File: src/design/rpio_consts.svh
// Purpose: Constants for the remote parallel I/O control block
// Assumes: 40 MHz system clock, AXI4-Lite register access
// Notes: Register offsets are byte addresses
//
// What this block does
// - Ten input channels, each with function, polarity mode and readable level.
// - Inputs are ignored while control is local; acted on only in remote.
// - Input with no function never changes transmitter operation.
// - RF on/off input issues the same RF on or off request as local.
// - Reset input raises a system reset request like the local reset.
// - Host reboot input asserts hardware reset to the embedded host computer.
// - Exciter select input makes exciter A or B the operating exciter.
// - Auto changeover input in toggle mode inverts changeover enable per activation.
// - Power up/down input steps 1% and repeats every half second while held.
// - Several active power inputs: only the lowest index channel is obeyed.
// - Preset input makes its named preset the active preset.
// - Single-action modes act on high/rising or low/falling as selected.
// - Toggle modes alternate activated/deactivated on each selected edge.
// - Paired-edge modes activate on one edge, deactivate on the other.
// - Level modes act while the pin holds the selected level.
// - Sixteen output channels with source, polarity and readable level.
// - Remote-enabled output is active exactly while remote control is enabled.
// - Preset outputs drive low only for the active preset, else open collector.
// - Exciter outputs drive low for the operating exciter, else open collector.
// - Audio output drives low while its selected audio path is active.
// - Each output other than preset, exciter and no-source selectable as low-when-true or low-when-false.
// - Any alarm selectable as output source, active while alarm present.
`ifndef RPIO_CONSTS_SVH
`define RPIO_CONSTS_SVH

`define RPIO_N_IN 10
`define RPIO_N_OUT 16
// ---------------------------------------------------------------
// Register map
// ---------------------------------------------------------------
`define RPIO_A_CTRL 8'h00
`define RPIO_A_INLVL 8'h04
`define RPIO_A_OUTLVL 8'h08
`define RPIO_A_STAT 8'h0c
`define RPIO_A_COMMIT 8'h10
`define RPIO_A_INCFG 8'h40
`define RPIO_A_OUTCFG 8'h80
// ---------------------------------------------------------------
// Field layout
// ---------------------------------------------------------------
`define RPIO_F_FUNC 3:0
`define RPIO_F_ARG 7:4
`define RPIO_F_MODE 11:8
`define RPIO_F_OSRC 3:0
`define RPIO_F_OARG 11:4
`define RPIO_F_OPOL 12
// ---------------------------------------------------------------
// Timing
// ---------------------------------------------------------------
`define RPIO_CLK_HZ 40000000
`define RPIO_REPEAT_MS 500
`define RPIO_DEBOUNCE_US 10
`define RPIO_REPEAT_CYC ((`RPIO_CLK_HZ / 1000) * `RPIO_REPEAT_MS)
`define RPIO_DEBOUNCE_CYC ((`RPIO_CLK_HZ / 1000000) * `RPIO_DEBOUNCE_US)

`endif

File: src/design/rpio_pkg.sv
// Purpose: Types for the remote parallel I/O control block
// Assumes: Used with rpio_consts.svh
// Notes: Enumerations follow the configuration encodings
package rpio_pkg;
  typedef enum logic [3:0] {
    FN_NONE, FN_RF, FN_RESET, FN_REBOOT, FN_EXCITER, FN_CHANGEOVER,
    FN_POWER, FN_PRESET
  } rpio_func_type;
  typedef enum logic [3:0] {
    MD_RISE_ON, MD_FALL_ON, MD_RISE_OFF, MD_FALL_OFF, MD_FALL_TOG,
    MD_RISE_TOG, MD_RISE_ON_FALL_OFF, MD_FALL_ON_RISE_OFF,
    MD_HIGH_INC, MD_LOW_INC, MD_HIGH_DEC, MD_LOW_DEC
  } rpio_mode_type;
  typedef enum logic [3:0] {
    SRC_NONE, SRC_REMOTE, SRC_RF, SRC_PRESET, SRC_EXCITER,
    SRC_CHANGEOVER, SRC_ALARM, SRC_AUDIO
  } rpio_src_type;
  typedef struct packed {
    logic rfOn;
    logic rfOff;
    logic sysReset;
    logic selA;
    logic selB;
    logic coToggle;
    logic coSet;
    logic coClear;
    logic powerUp;
    logic powerDown;
    logic presetGo;
    logic [3:0] presetSel;
  } rpio_req_type;
  typedef struct packed {
    logic rfOn;
    logic exciterB;
    logic changeover;
    logic [3:0] preset;
    logic [3:0] audioActive;
    logic [255:0] alarms;
  } rpio_stat_type;
  typedef struct packed {
    logic [11:0] cfg;
  } rpio_incfg_type;
  typedef struct packed {
    logic fltA;
    logic fltB;
    logic stable;
    logic [15:0] count;
  } rpio_deb_type;
endpackage

File: src/design/rpio_top.sv
// Purpose: Remote parallel input and status output control
// Assumes: AXI4-Lite master holds payloads until taken
// Notes: Config registers are shadows until commit
`timescale 1ns/1ps
`default_nettype none
`include "rpio_consts.svh"
module rpio_top
  import rpio_pkg::*;
#(
  parameter int unsigned N_IN = `RPIO_N_IN,
  parameter int unsigned N_OUT = `RPIO_N_OUT,
  parameter int unsigned REPEAT_CYC = `RPIO_REPEAT_CYC,
  parameter int unsigned DEB_CYC = `RPIO_DEBOUNCE_CYC
) (
  input wire logic clock,
  input wire logic reset,
  input wire logic [7:0] s_axi_awaddr,
  input wire logic s_axi_awvalid,
  output logic s_axi_awready,
  input wire logic [31:0] s_axi_wdata,
  input wire logic [3:0] s_axi_wstrb,
  input wire logic s_axi_wvalid,
  output logic s_axi_wready,
  output logic [1:0] s_axi_bresp,
  output logic s_axi_bvalid,
  input wire logic s_axi_bready,
  input wire logic [7:0] s_axi_araddr,
  input wire logic s_axi_arvalid,
  output logic s_axi_arready,
  output logic [31:0] s_axi_rdata,
  output logic [1:0] s_axi_rresp,
  output logic s_axi_rvalid,
  input wire logic s_axi_rready,
  input wire logic [9:0] remoteIn,
  input wire rpio_stat_type txStatus,
  output rpio_req_type txRequest,
  output logic hostResetReq,
  output logic [15:0] remoteOut,
  output logic [15:0] remoteOutEn
);
  // ---------------------------------------------------------------
  // State
  // ---------------------------------------------------------------
  typedef struct packed {
    logic awHeld;
    logic wHeld;
    logic [7:0] awAddr;
    logic [31:0] wData;
    logic [3:0] wStrb;
    logic bValid;
    logic [1:0] bResp;
    logic rValid;
    logic [1:0] rResp;
    logic [31:0] rData;
    logic remoteMode;
    logic [9:0][11:0] inShadow;
    logic [9:0][11:0] inCfg;
    logic [15:0][12:0] outShadow;
    logic [15:0][12:0] outCfg;
    logic [9:0] prevLvl;
    logic [9:0] togState;
    logic [9:0] lvlActive;
    logic [31:0] repCnt;
    logic [3:0] repOwner;
    rpio_req_type req;
    logic hostReset;
    logic [15:0] outLvl;
    logic [15:0] outEn;
  } rpio_state_type;

  rpio_state_type state_r, state_nxt;
  logic [9:0] pinLvl;

  genvar gi;
  generate
    for (gi = 0; gi < 10; gi++) begin : g_in
      rpio_debounce #(.STABLE_CYC(DEB_CYC)) u_deb (
        .clock(clock),
        .reset(reset),
        .pin(remoteIn[gi]),
        .level(pinLvl[gi])
      );
    end
  endgenerate

  // Decode a channel mode into its active level
  function automatic logic modeActiveHigh(input logic [3:0] m);
    case (rpio_mode_type'(m))
      MD_RISE_ON, MD_RISE_OFF, MD_RISE_TOG, MD_RISE_ON_FALL_OFF,
      MD_HIGH_INC, MD_HIGH_DEC: modeActiveHigh = 1'b1;
      default: modeActiveHigh = 1'b0;
    endcase
  endfunction

  function automatic logic [31:0] wmerge(input logic [31:0] old,
    input logic [31:0] d, input logic [3:0] s);
    logic [31:0] r;
    r = old;
    for (int b = 0; b < 4; b++) begin
      if (s[b]) begin
        r[b*8 +: 8] = d[b*8 +: 8];
      end
    end
    wmerge = r;
  endfunction

  // ---------------------------------------------------------------
  // Next state
  // ---------------------------------------------------------------
  always_comb begin
    logic [31:0] merged;
    logic [7:0] ra;
    logic [3:0] idx;
    logic rising;
    logic falling;
    logic selLvl;
    logic pwrFound;
    logic [3:0] fn;
    logic [3:0] md;
    logic srcTrue;
    logic drvLow;
    logic commitNow;
    commitNow = 1'b0;
    merged = '0;
    ra = '0;
    idx = '0;
    rising = 1'b0;
    falling = 1'b0;
    selLvl = 1'b0;
    pwrFound = 1'b0;
    fn = '0;
    md = '0;
    srcTrue = 1'b0;
    drvLow = 1'b0;
    state_nxt = state_r;
    state_nxt.req = '0;
    // Write channel
    if (s_axi_awvalid && !state_r.awHeld) begin
      state_nxt.awHeld = 1'b1;
      state_nxt.awAddr = s_axi_awaddr;
    end
    if (s_axi_wvalid && !state_r.wHeld) begin
      state_nxt.wHeld = 1'b1;
      state_nxt.wData = s_axi_wdata;
      state_nxt.wStrb = s_axi_wstrb;
    end
    if (state_r.awHeld && state_r.wHeld && !state_r.bValid) begin
      state_nxt.awHeld = 1'b0;
      state_nxt.wHeld = 1'b0;
      state_nxt.bValid = 1'b1;
      state_nxt.bResp = 2'b00;
      idx = state_r.awAddr[5:2];
      if (state_r.awAddr == `RPIO_A_CTRL) begin
        merged = wmerge({31'h0, state_r.remoteMode}, state_r.wData,
          state_r.wStrb);
        state_nxt.remoteMode = merged[0];
      end else if (state_r.awAddr == `RPIO_A_COMMIT) begin
        // Shadows move live together; edge history kept to avoid events
        if (state_r.wStrb[0] && state_r.wData[0]) begin
          commitNow = 1'b1;
          state_nxt.inCfg = state_r.inShadow;
          state_nxt.outCfg = state_r.outShadow;
          state_nxt.togState = '0;
          state_nxt.lvlActive = '0;
        end
      end else if (state_r.awAddr[7:6] == 2'b01 && idx < 4'd10) begin
        merged = wmerge({20'h0, state_r.inShadow[idx]}, state_r.wData,
          state_r.wStrb);
        state_nxt.inShadow[idx] = merged[11:0];
      end else if (state_r.awAddr[7:6] == 2'b10) begin
        merged = wmerge({19'h0, state_r.outShadow[idx]}, state_r.wData,
          state_r.wStrb);
        state_nxt.outShadow[idx] = merged[12:0];
      end else begin
        state_nxt.bResp = 2'b10;
      end
    end
    if (state_r.bValid && s_axi_bready) begin
      state_nxt.bValid = 1'b0;
    end
    // Read channel
    if (s_axi_arvalid && !state_r.rValid) begin
      ra = s_axi_araddr;
      idx = ra[5:2];
      state_nxt.rValid = 1'b1;
      state_nxt.rResp = 2'b00;
      state_nxt.rData = '0;
      if (ra == `RPIO_A_CTRL) begin
        state_nxt.rData = {31'h0, state_r.remoteMode};
      end else if (ra == `RPIO_A_INLVL) begin
        state_nxt.rData = {22'h0, pinLvl};
      end else if (ra == `RPIO_A_OUTLVL) begin
        state_nxt.rData = {16'h0, state_r.outLvl};
      end else if (ra == `RPIO_A_STAT) begin
        state_nxt.rData = {22'h0, state_r.togState};
      end else if (ra == `RPIO_A_COMMIT) begin
        state_nxt.rData = '0;
      end else if (ra[7:6] == 2'b01 && idx < 4'd10) begin
        state_nxt.rData = {20'h0, state_r.inShadow[idx]};
      end else if (ra[7:6] == 2'b10) begin
        state_nxt.rData = {19'h0, state_r.outShadow[idx]};
      end else begin
        state_nxt.rResp = 2'b10;
      end
    end else if (state_r.rValid && s_axi_rready) begin
      state_nxt.rValid = 1'b0;
    end
    // ---------------------------------------------------------------
    // Input channels
    // ---------------------------------------------------------------
    state_nxt.prevLvl = pinLvl;
    state_nxt.hostReset = 1'b0;
    for (int c = 0; c < 10; c++) begin
      fn = state_r.inCfg[c][`RPIO_F_FUNC];
      md = state_r.inCfg[c][`RPIO_F_MODE];
      rising = pinLvl[c] && !state_r.prevLvl[c];
      falling = !pinLvl[c] && state_r.prevLvl[c];
      selLvl = modeActiveHigh(md) ? pinLvl[c] : !pinLvl[c];
      state_nxt.lvlActive[c] = selLvl;
      // Local mode and unassigned channels do nothing
      if (state_r.remoteMode && fn != 4'(FN_NONE) && !commitNow) begin
        case (rpio_mode_type'(md))
          MD_RISE_ON, MD_FALL_ON, MD_RISE_OFF, MD_FALL_OFF: begin
            // One-shot on the selected direction
            if ((modeActiveHigh(md) && rising) ||
                (!modeActiveHigh(md) && falling)) begin
              state_nxt.togState[c] = (md == 4'(MD_RISE_ON) ||
                md == 4'(MD_FALL_ON));
            end
          end
          MD_RISE_TOG, MD_FALL_TOG: begin
            if ((md == 4'(MD_RISE_TOG) && rising) ||
                (md == 4'(MD_FALL_TOG) && falling)) begin
              state_nxt.togState[c] = !state_r.togState[c];
            end
          end
          MD_RISE_ON_FALL_OFF, MD_FALL_ON_RISE_OFF: begin
            if (rising || falling) begin
              state_nxt.togState[c] = selLvl;
            end
          end
          default: begin
            state_nxt.togState[c] = selLvl;
          end
        endcase
      end
    end
    // Actions on a change of channel state
    for (int c = 0; c < 10; c++) begin
      fn = state_r.inCfg[c][`RPIO_F_FUNC];
      md = state_r.inCfg[c][`RPIO_F_MODE];
      rising = state_nxt.togState[c] && !state_r.togState[c];
      falling = !state_nxt.togState[c] && state_r.togState[c];
      // One-shot modes fire each selected edge even if already set
      if (state_r.remoteMode && md < 4'(MD_FALL_TOG) &&
          ((modeActiveHigh(md) && pinLvl[c] && !state_r.prevLvl[c]) ||
           (!modeActiveHigh(md) && !pinLvl[c] && state_r.prevLvl[c]))) begin
        rising = (md == 4'(MD_RISE_ON) || md == 4'(MD_FALL_ON));
        falling = !rising;
      end
      // Paired edges request on every edge, even if state unchanged
      if (state_r.remoteMode && md[3:1] == 3'h3 &&
          pinLvl[c] != state_r.prevLvl[c]) begin
        rising = modeActiveHigh(md) == pinLvl[c];
        falling = !rising;
      end
      // Clearing states on commit must not look like an edge
      if (commitNow) begin
        rising = 1'b0;
        falling = 1'b0;
      end
      case (rpio_func_type'(fn))
        FN_RF: begin
          state_nxt.req.rfOn = state_nxt.req.rfOn | rising;
          state_nxt.req.rfOff = state_nxt.req.rfOff | falling;
        end
        FN_RESET: begin
          state_nxt.req.sysReset = state_nxt.req.sysReset | rising;
        end
        FN_REBOOT: begin
          state_nxt.hostReset = state_nxt.hostReset | rising;
        end
        FN_EXCITER: begin
          // Argument bit 0 picks B
          if (rising && state_r.inCfg[c][4]) begin
            state_nxt.req.selB = 1'b1;
          end else if (rising) begin
            state_nxt.req.selA = 1'b1;
          end
        end
        FN_CHANGEOVER: begin
          if (md == 4'(MD_RISE_TOG) || md == 4'(MD_FALL_TOG)) begin
            state_nxt.req.coToggle = state_nxt.req.coToggle |
              rising | falling;
          end else begin
            state_nxt.req.coSet = state_nxt.req.coSet | rising;
            state_nxt.req.coClear = state_nxt.req.coClear | falling;
          end
        end
        FN_PRESET: begin
          if (rising && !state_nxt.req.presetGo) begin
            state_nxt.req.presetGo = 1'b1;
            state_nxt.req.presetSel = state_r.inCfg[c][`RPIO_F_ARG];
          end
        end
        default: begin
        end
      endcase
    end
    // Power stepping, lowest active channel wins
    for (int c = 0; c < 10; c++) begin
      if (!pwrFound && state_r.togState[c] &&
          state_r.inCfg[c][`RPIO_F_FUNC] == 4'(FN_POWER)) begin
        pwrFound = 1'b1;
        idx = 4'(c);
      end
    end
    if (!pwrFound || !state_r.remoteMode) begin
      state_nxt.repCnt = '0;
      state_nxt.repOwner = 4'hf;
    end else begin
      md = state_r.inCfg[idx][`RPIO_F_MODE];
      if (state_r.repOwner != idx ||
          state_r.repCnt >= 32'(REPEAT_CYC - 1)) begin
        state_nxt.repCnt = '0;
        state_nxt.req.powerUp = (md != 4'(MD_HIGH_DEC) &&
          md != 4'(MD_LOW_DEC));
        state_nxt.req.powerDown = !state_nxt.req.powerUp;
      end else begin
        state_nxt.repCnt = state_r.repCnt + 32'h1;
      end
      state_nxt.repOwner = idx;
    end
    // ---------------------------------------------------------------
    // Output channels
    // ---------------------------------------------------------------
    for (int o = 0; o < 16; o++) begin
      srcTrue = 1'b0;
      drvLow = 1'b1;
      case (rpio_src_type'(state_r.outCfg[o][`RPIO_F_OSRC]))
        SRC_REMOTE: srcTrue = state_r.remoteMode;
        SRC_RF: srcTrue = txStatus.rfOn;
        SRC_PRESET: begin
          srcTrue = txStatus.preset == state_r.outCfg[o][7:4];
          drvLow = srcTrue;
        end
        SRC_EXCITER: begin
          srcTrue = txStatus.exciterB == state_r.outCfg[o][4];
          drvLow = srcTrue;
        end
        SRC_CHANGEOVER: srcTrue = txStatus.changeover;
        SRC_ALARM: srcTrue = txStatus.alarms[state_r.outCfg[o][11:4]];
        SRC_AUDIO: srcTrue = txStatus.audioActive[state_r.outCfg[o][5:4]];
        default: drvLow = 1'b0;
      endcase
      // Polarity bit set means low when false
      state_nxt.outLvl[o] = srcTrue == state_r.outCfg[o][`RPIO_F_OPOL];
      state_nxt.outEn[o] = !(drvLow && !state_nxt.outLvl[o]);
      if (!state_nxt.outEn[o]) begin
        state_nxt.outLvl[o] = 1'b0;
      end else if (drvLow) begin
        state_nxt.outLvl[o] = 1'b1;
      end else begin
        state_nxt.outLvl[o] = 1'b1;
      end
    end
  end

  // ---------------------------------------------------------------
  // Registers
  // ---------------------------------------------------------------
  always_ff @(posedge clock or posedge reset) begin
    if (reset) begin
      state_r <= '0;
      state_r.repOwner <= 4'hf;
      state_r.outEn <= 16'hffff;
      state_r.outLvl <= 16'hffff;
    end else begin
      state_r <= state_nxt;
    end
  end

  assign s_axi_awready = !state_r.awHeld;
  assign s_axi_wready = !state_r.wHeld;
  assign s_axi_bvalid = state_r.bValid;
  assign s_axi_bresp = state_r.bResp;
  assign s_axi_arready = !state_r.rValid;
  assign s_axi_rvalid = state_r.rValid;
  assign s_axi_rdata = state_r.rData;
  assign s_axi_rresp = state_r.rResp;
  assign txRequest = state_r.req;
  assign hostResetReq = state_r.hostReset;
  assign remoteOut = state_r.outLvl;
  assign remoteOutEn = state_r.outEn;
endmodule
`default_nettype wire

File: src/design/rpio_debounce.sv
// Purpose: Three-stage synchroniser and debounce for one pin
// Assumes: Pin is asynchronous to clock
// Notes: Change accepted when stages two and three agree
`timescale 1ns/1ps
`default_nettype none
`include "rpio_consts.svh"
module rpio_debounce
  import rpio_pkg::*;
#(
  parameter int unsigned STABLE_CYC = `RPIO_DEBOUNCE_CYC
) (
  input wire logic clock,
  input wire logic reset,
  input wire logic pin,
  output logic level
);
  logic sync1_r;
  rpio_deb_type state_r, state_nxt;

  // First stage read by the second stage only
  always_ff @(posedge clock or posedge reset) begin
    if (reset) begin
      sync1_r <= 1'b0;
      state_r <= '0;
    end else begin
      sync1_r <= pin;
      state_r <= state_nxt;
    end
  end

  always_comb begin
    state_nxt = state_r;
    state_nxt.fltA = sync1_r;
    state_nxt.fltB = state_r.fltA;
    // Agreement of stages two and three before counting
    if (state_r.fltA == state_r.fltB && state_r.fltB != state_r.stable) begin
      if (state_r.count >= 16'(STABLE_CYC - 1)) begin
        state_nxt.stable = state_r.fltB;
        state_nxt.count = '0;
      end else begin
        state_nxt.count = state_r.count + 16'h0001;
      end
    end else begin
      state_nxt.count = '0;
    end
  end

  assign level = state_r.stable;
endmodule
`default_nettype wire

File: config.mk
export PLATFORM = sky130hd
export DESIGN_NAME = rpio_top
export DESIGN_NICKNAME = d
export VERILOG_FILES = /design/src/design/rpio_pkg.sv /design/src/design/rpio_top.sv /design/src/design/rpio_debounce.sv
export VERILOG_INCLUDE_DIRS = /design/src /design/src/design
export SDC_FILE = /design/constraint.sdc
export NUM_CORES = 2
export LEC_CHECK = 0
export BUFFER_PORTS_ARGS = -buffer_cell sky130_fd_sc_hd__buf_2
export CAP_MARGIN = 0
export CORE_UTILIZATION = 29
export CTS_BUF_LIST = sky130_fd_sc_hd__clkbuf_8
export DETAILED_ROUTE_END_ITERATION = 10
export PLACE_DENSITY = 0.5
export SLEW_MARGIN = 20
export SYNTH_ARGS = -nofsm -noshare
export SYNTH_HDL_FRONTEND = slang
export SYNTH_SLANG_ARGS = --single-unit
File: constraint.sdc
create_clock -name clock -period 32.5 [get_ports clock]
set_clock_uncertainty 0.05 [all_clocks]
set_input_delay 4.875 -clock clock [delete_from_list [all_inputs] [get_ports clock]]
set_output_delay 4.875 -clock clock [all_outputs]
set_load 0.1 [all_outputs]
==> impl_metrics.py <==
metrics = {
    "route": {
        "wl_mm": 449,
        "wl_per_cell_um": 39.3,
        "via_count": 76274,
        "route.detailed.drc": 0,
        "drt_first_pass_iters": 7,
        "drt-initial-drc-count": 12402,
        "detail_route.vias_per_cell": 6.68,
        "postRouteAntennaNets": 0,
    },
    "yosys": {
        "ys_warn_count": 0,
        "synth.cell_area_um2": 83400,
        "synth_area_leader_cell": "mux4_2",
        "async_reset_ff_share_pct": 100,
        "cell_count_after_synthesis": 7532,
        "yosysTopAreaCellShare_pct": 35.3,
        "cell_types_occupying_the_most_area_after_synthesis": "mux4_2 35%, dfrtp_1 29%, nand2_1 5.4%",
        "avgSynthCellArea_um2": 11.1,
        "post_synth_num_cell_types": 113,
        "ys_ff_latch": 990,
        "synth_enable_flop_cells": 0,
        "proportion_of_synthesized_chip_area_in_sequential_cells_pct": 29.7,
        "dominantRegCellSynth": "dfrtp_1",
    },
    "finish": {
        "total_of_fill_cells_in_the_finished_design": 28871,
        "area.sequential_um2": 24900,
        "layout_area_overhead_pct": 10.6,
        "multi_input_comb_area_um2": 54900,
        "layout.core_utilization_pct": 32.3,
        "mostFrequentLayoutCell": "mux4_2",
        "stdcell_area_um2": 92200,
        "nNetsFinal": 7805,
        "final_cell_mix": "1,306 x mux4_2, 1,192 x nand2_1, 930 x dfrtp_1, 390 x nor2_1, 385 x buf_2",
        "drive_gt1_share_pct": 33.3,
    },
    "timing": {
        "layout_setup_ws_ns": 23.65,
        "minimum_hold_slack_ns": 0.299,
        "timing.setup.tns_ns": 0,
        "grt_setup_unrepaired": "no",
        "fmax_mhz": 113,
        "layout_worst_path_cycle_share_pct": 27.2,
        "timing.final.setup_violations": 0,
        "tightestPinTransition_ns": 1.40,
        "timing.final.hold_violations": 0,
        "max-slew-margin-rel_pct": 6.45,
        "drv_slew": 0,
        "fin_crit_ns": 8.85,
    },
    "worst_setup_path": {
        "critPathLaunchType": "input port",
        "critPathArrivalTime_ns": 9.66,
        "crit_required_ns": 33.32,
        "setup.worst_path.end_class": "async pin",
        "worst-path-max-fanout": 164,
        "critPathKind": "input port to async pin",
    },
    "power_and_ir_drop": {
        "lkg_pwr_uw": 0.0348,
        "seq_power_share_pct": 39.7,
        "clock_power_share_pct": 28.7,
        "intPower_uw": 2570,
        "power_density_nw_per_um2": 44.9,
        "power.ir.vdd_worst_mv": 0.0693,
        "p_comb_share_pct": 31.6,
        "net-switching-power_uw": 1580,
        "switching_share_pct": 38.0,
    },
    "clock_network": {
        "htree_num_levels": 4,
        "post_cts_resized": 0,
        "clkLatencyLatePin_ns": 0.94,
        "clockRootBuffer": "clkbuf_8",
        "number_of_clock_sinks_seen_by_cts": 990,
        "cts_inserted_buffers": 169,
        "postCtsSetupRepairBufs": 0,
        "cts_buffer_depth": 3,
        "tritoncts": "yes",
        "holdBufCountCts": 0,
        "clock_pin_slew_on_the_worst_setup_and_hold_paths_ns": 0.06,
    },
    "floorplanning": {
        "io_pins": 425,
        "die_h_um": 538,
        "dieArea_um2": 290000,
        "dieWidth_um": 538,
        "core.rowCount": 196,
        "design.core.area_um2": 285000,
        "initial_util_pct": 29.2,
    },
    "global_route": {
        "grt_antenna_before_repair": 164,
        "gr-usage-all-layers_pct": 30.4,
        "grt_pass1_vias": 71314,
        "grt-ovfl-total": 0,
        "maximum_number_of_pins_on_one_net_before_global_route_repair": 184,
        "grt_pass1_wl_mm": 610,
    },
    "placed_design": {
        "detailed_place_hpwl_mm": 309,
        "preCtsSetupSlack_ns": 22.19,
        "place.gp.congestion": 1.07,
        "place_area_um2": 88300,
        "numPortBuffers": 385,
    },
    "outcome": {
        "run_status": "finished, final reports clean",
    },
    "worst_hold_path": {
        "hp-class": "flip-flop to flip-flop",
    },
    "run": {
        "maxCapViolCount": 0,
    },
}
==> cell type report <==
cell class,instances,area share [%]
sequential,990,27.0
timing repair buffer,580,3.74
antenna,116,0.315
tap,3762,5.10
clock inverter,92,0.707
multi-input combinational,5558,59.5
inverter,109,0.448
clock buffer,208,3.10
==> routing by layer <==
metal  vias up  wire length [um]  global-route usage, %
met1     39800            170000                   39.1
met4        80             29600                   16.5
li1      28899                 -                      -
met2      6162            180000                   41.3
met5         -               945                   1.73
met3      1333             68600                   14.6
==> power by group through the flow <==
stage                     combinational, uW  clock, uW  sequential, uW
after detailed placement               1270          0            1660
final                                  1310       1190            1640
after global routing                   1360       1280            1660
after floorplan                         867          0            1540
after global placement                 1250          0            1650
after CTS                              1270       1220            1640
==> critical path, stage by stage <==
cell and delay, ns:
buf_2 0.11, clkinvlp_4 0.07, buf_12 0.58, buf_4 0.69
buf_4 0.81, buf_6 0.64, buf_4 0.84, buf_4 0.76
==> cells in the mapped netlist, drive strengths merged, types with 31 or more instances <==
cell	number
clkbuf	677
and3	52
nand4	42
buf	291
nor4	67
a22o	92
nand2b	50
a22oi	253
nand3	134
mux2i	52
or3	31
o22ai	50
nor2	412
mux2	181
a221oi	96
xor2	55
a21oi	324
nor2b	107
dfrtp	970
nor3	75
o211ai	35
inv	107
xnor2	95
mux4	1306
nand2	1192
ha	61
o21ai	228
a31oi	50
==> kinds of logic after synthesis <==
group / count (synthesis) / share of synthesized area [%]
muxes: 1539 / 38.3
xor gates and xnor gates: 150 / 1.58
buffers and inverters: 1078 / 5.34
other: 1 / 0.00450
DFF: 990 / 29.7
AOI/OAI and AO/OA: 1353 / 11.1
and+or+nand+nor: 2360 / 13.0
adders and majority gates: 61 / 0.915
==> metrics by stage <==
| step | power [uW] | instances |
|---|---|---|
| after CTS | 4130 | 11296 |
| after detailed placement | 2930 | 10996 |
| after global routing | 4300 | 11369 |
| final | 4140 | 11415 |
| after global placement | 2890 | 10993 |
| after floorplan | 2410 | 7626 |
==> registers in the layout, indices dropped and copies added, names as in the netlist <==
signal,count
remoteOutEn,16
g_in.u_deb.sync1_r,10
s_axi_rresp,1
state_r,738
g_in.u_deb.level,10
hostResetReq,1
s_axi_rdata,16
g_in.u_deb.state_nxt,10
txRequest,15
s_axi_bvalid,1
s_axi_bresp,1
s_axi_rvalid,1
g_in.u_deb.state_r,170
==> final timing paths <==
check	end	slack [ns]	cells past startpoint	start
worst max-delay path	state_r[184]	23.65	8	reset
worst min-delay path	g_in[5].u_deb.state_nxt[17]	0.30	0	g_in[5].u_deb.sync1_r
worst min register to register	g_in[5].u_deb.state_nxt[17]	0.30	0	g_in[5].u_deb.sync1_r
worst max register to register	remoteOutEn[2]	26.89	11	state_r[144]
min in group asynchronous	g_in[8].u_deb.state_r[13]	4.19	3	reset
max in group clock	state_r[52]	24.55	11	s_axi_arvalid
No activity file was read; power rests on OpenSTA's default activity.
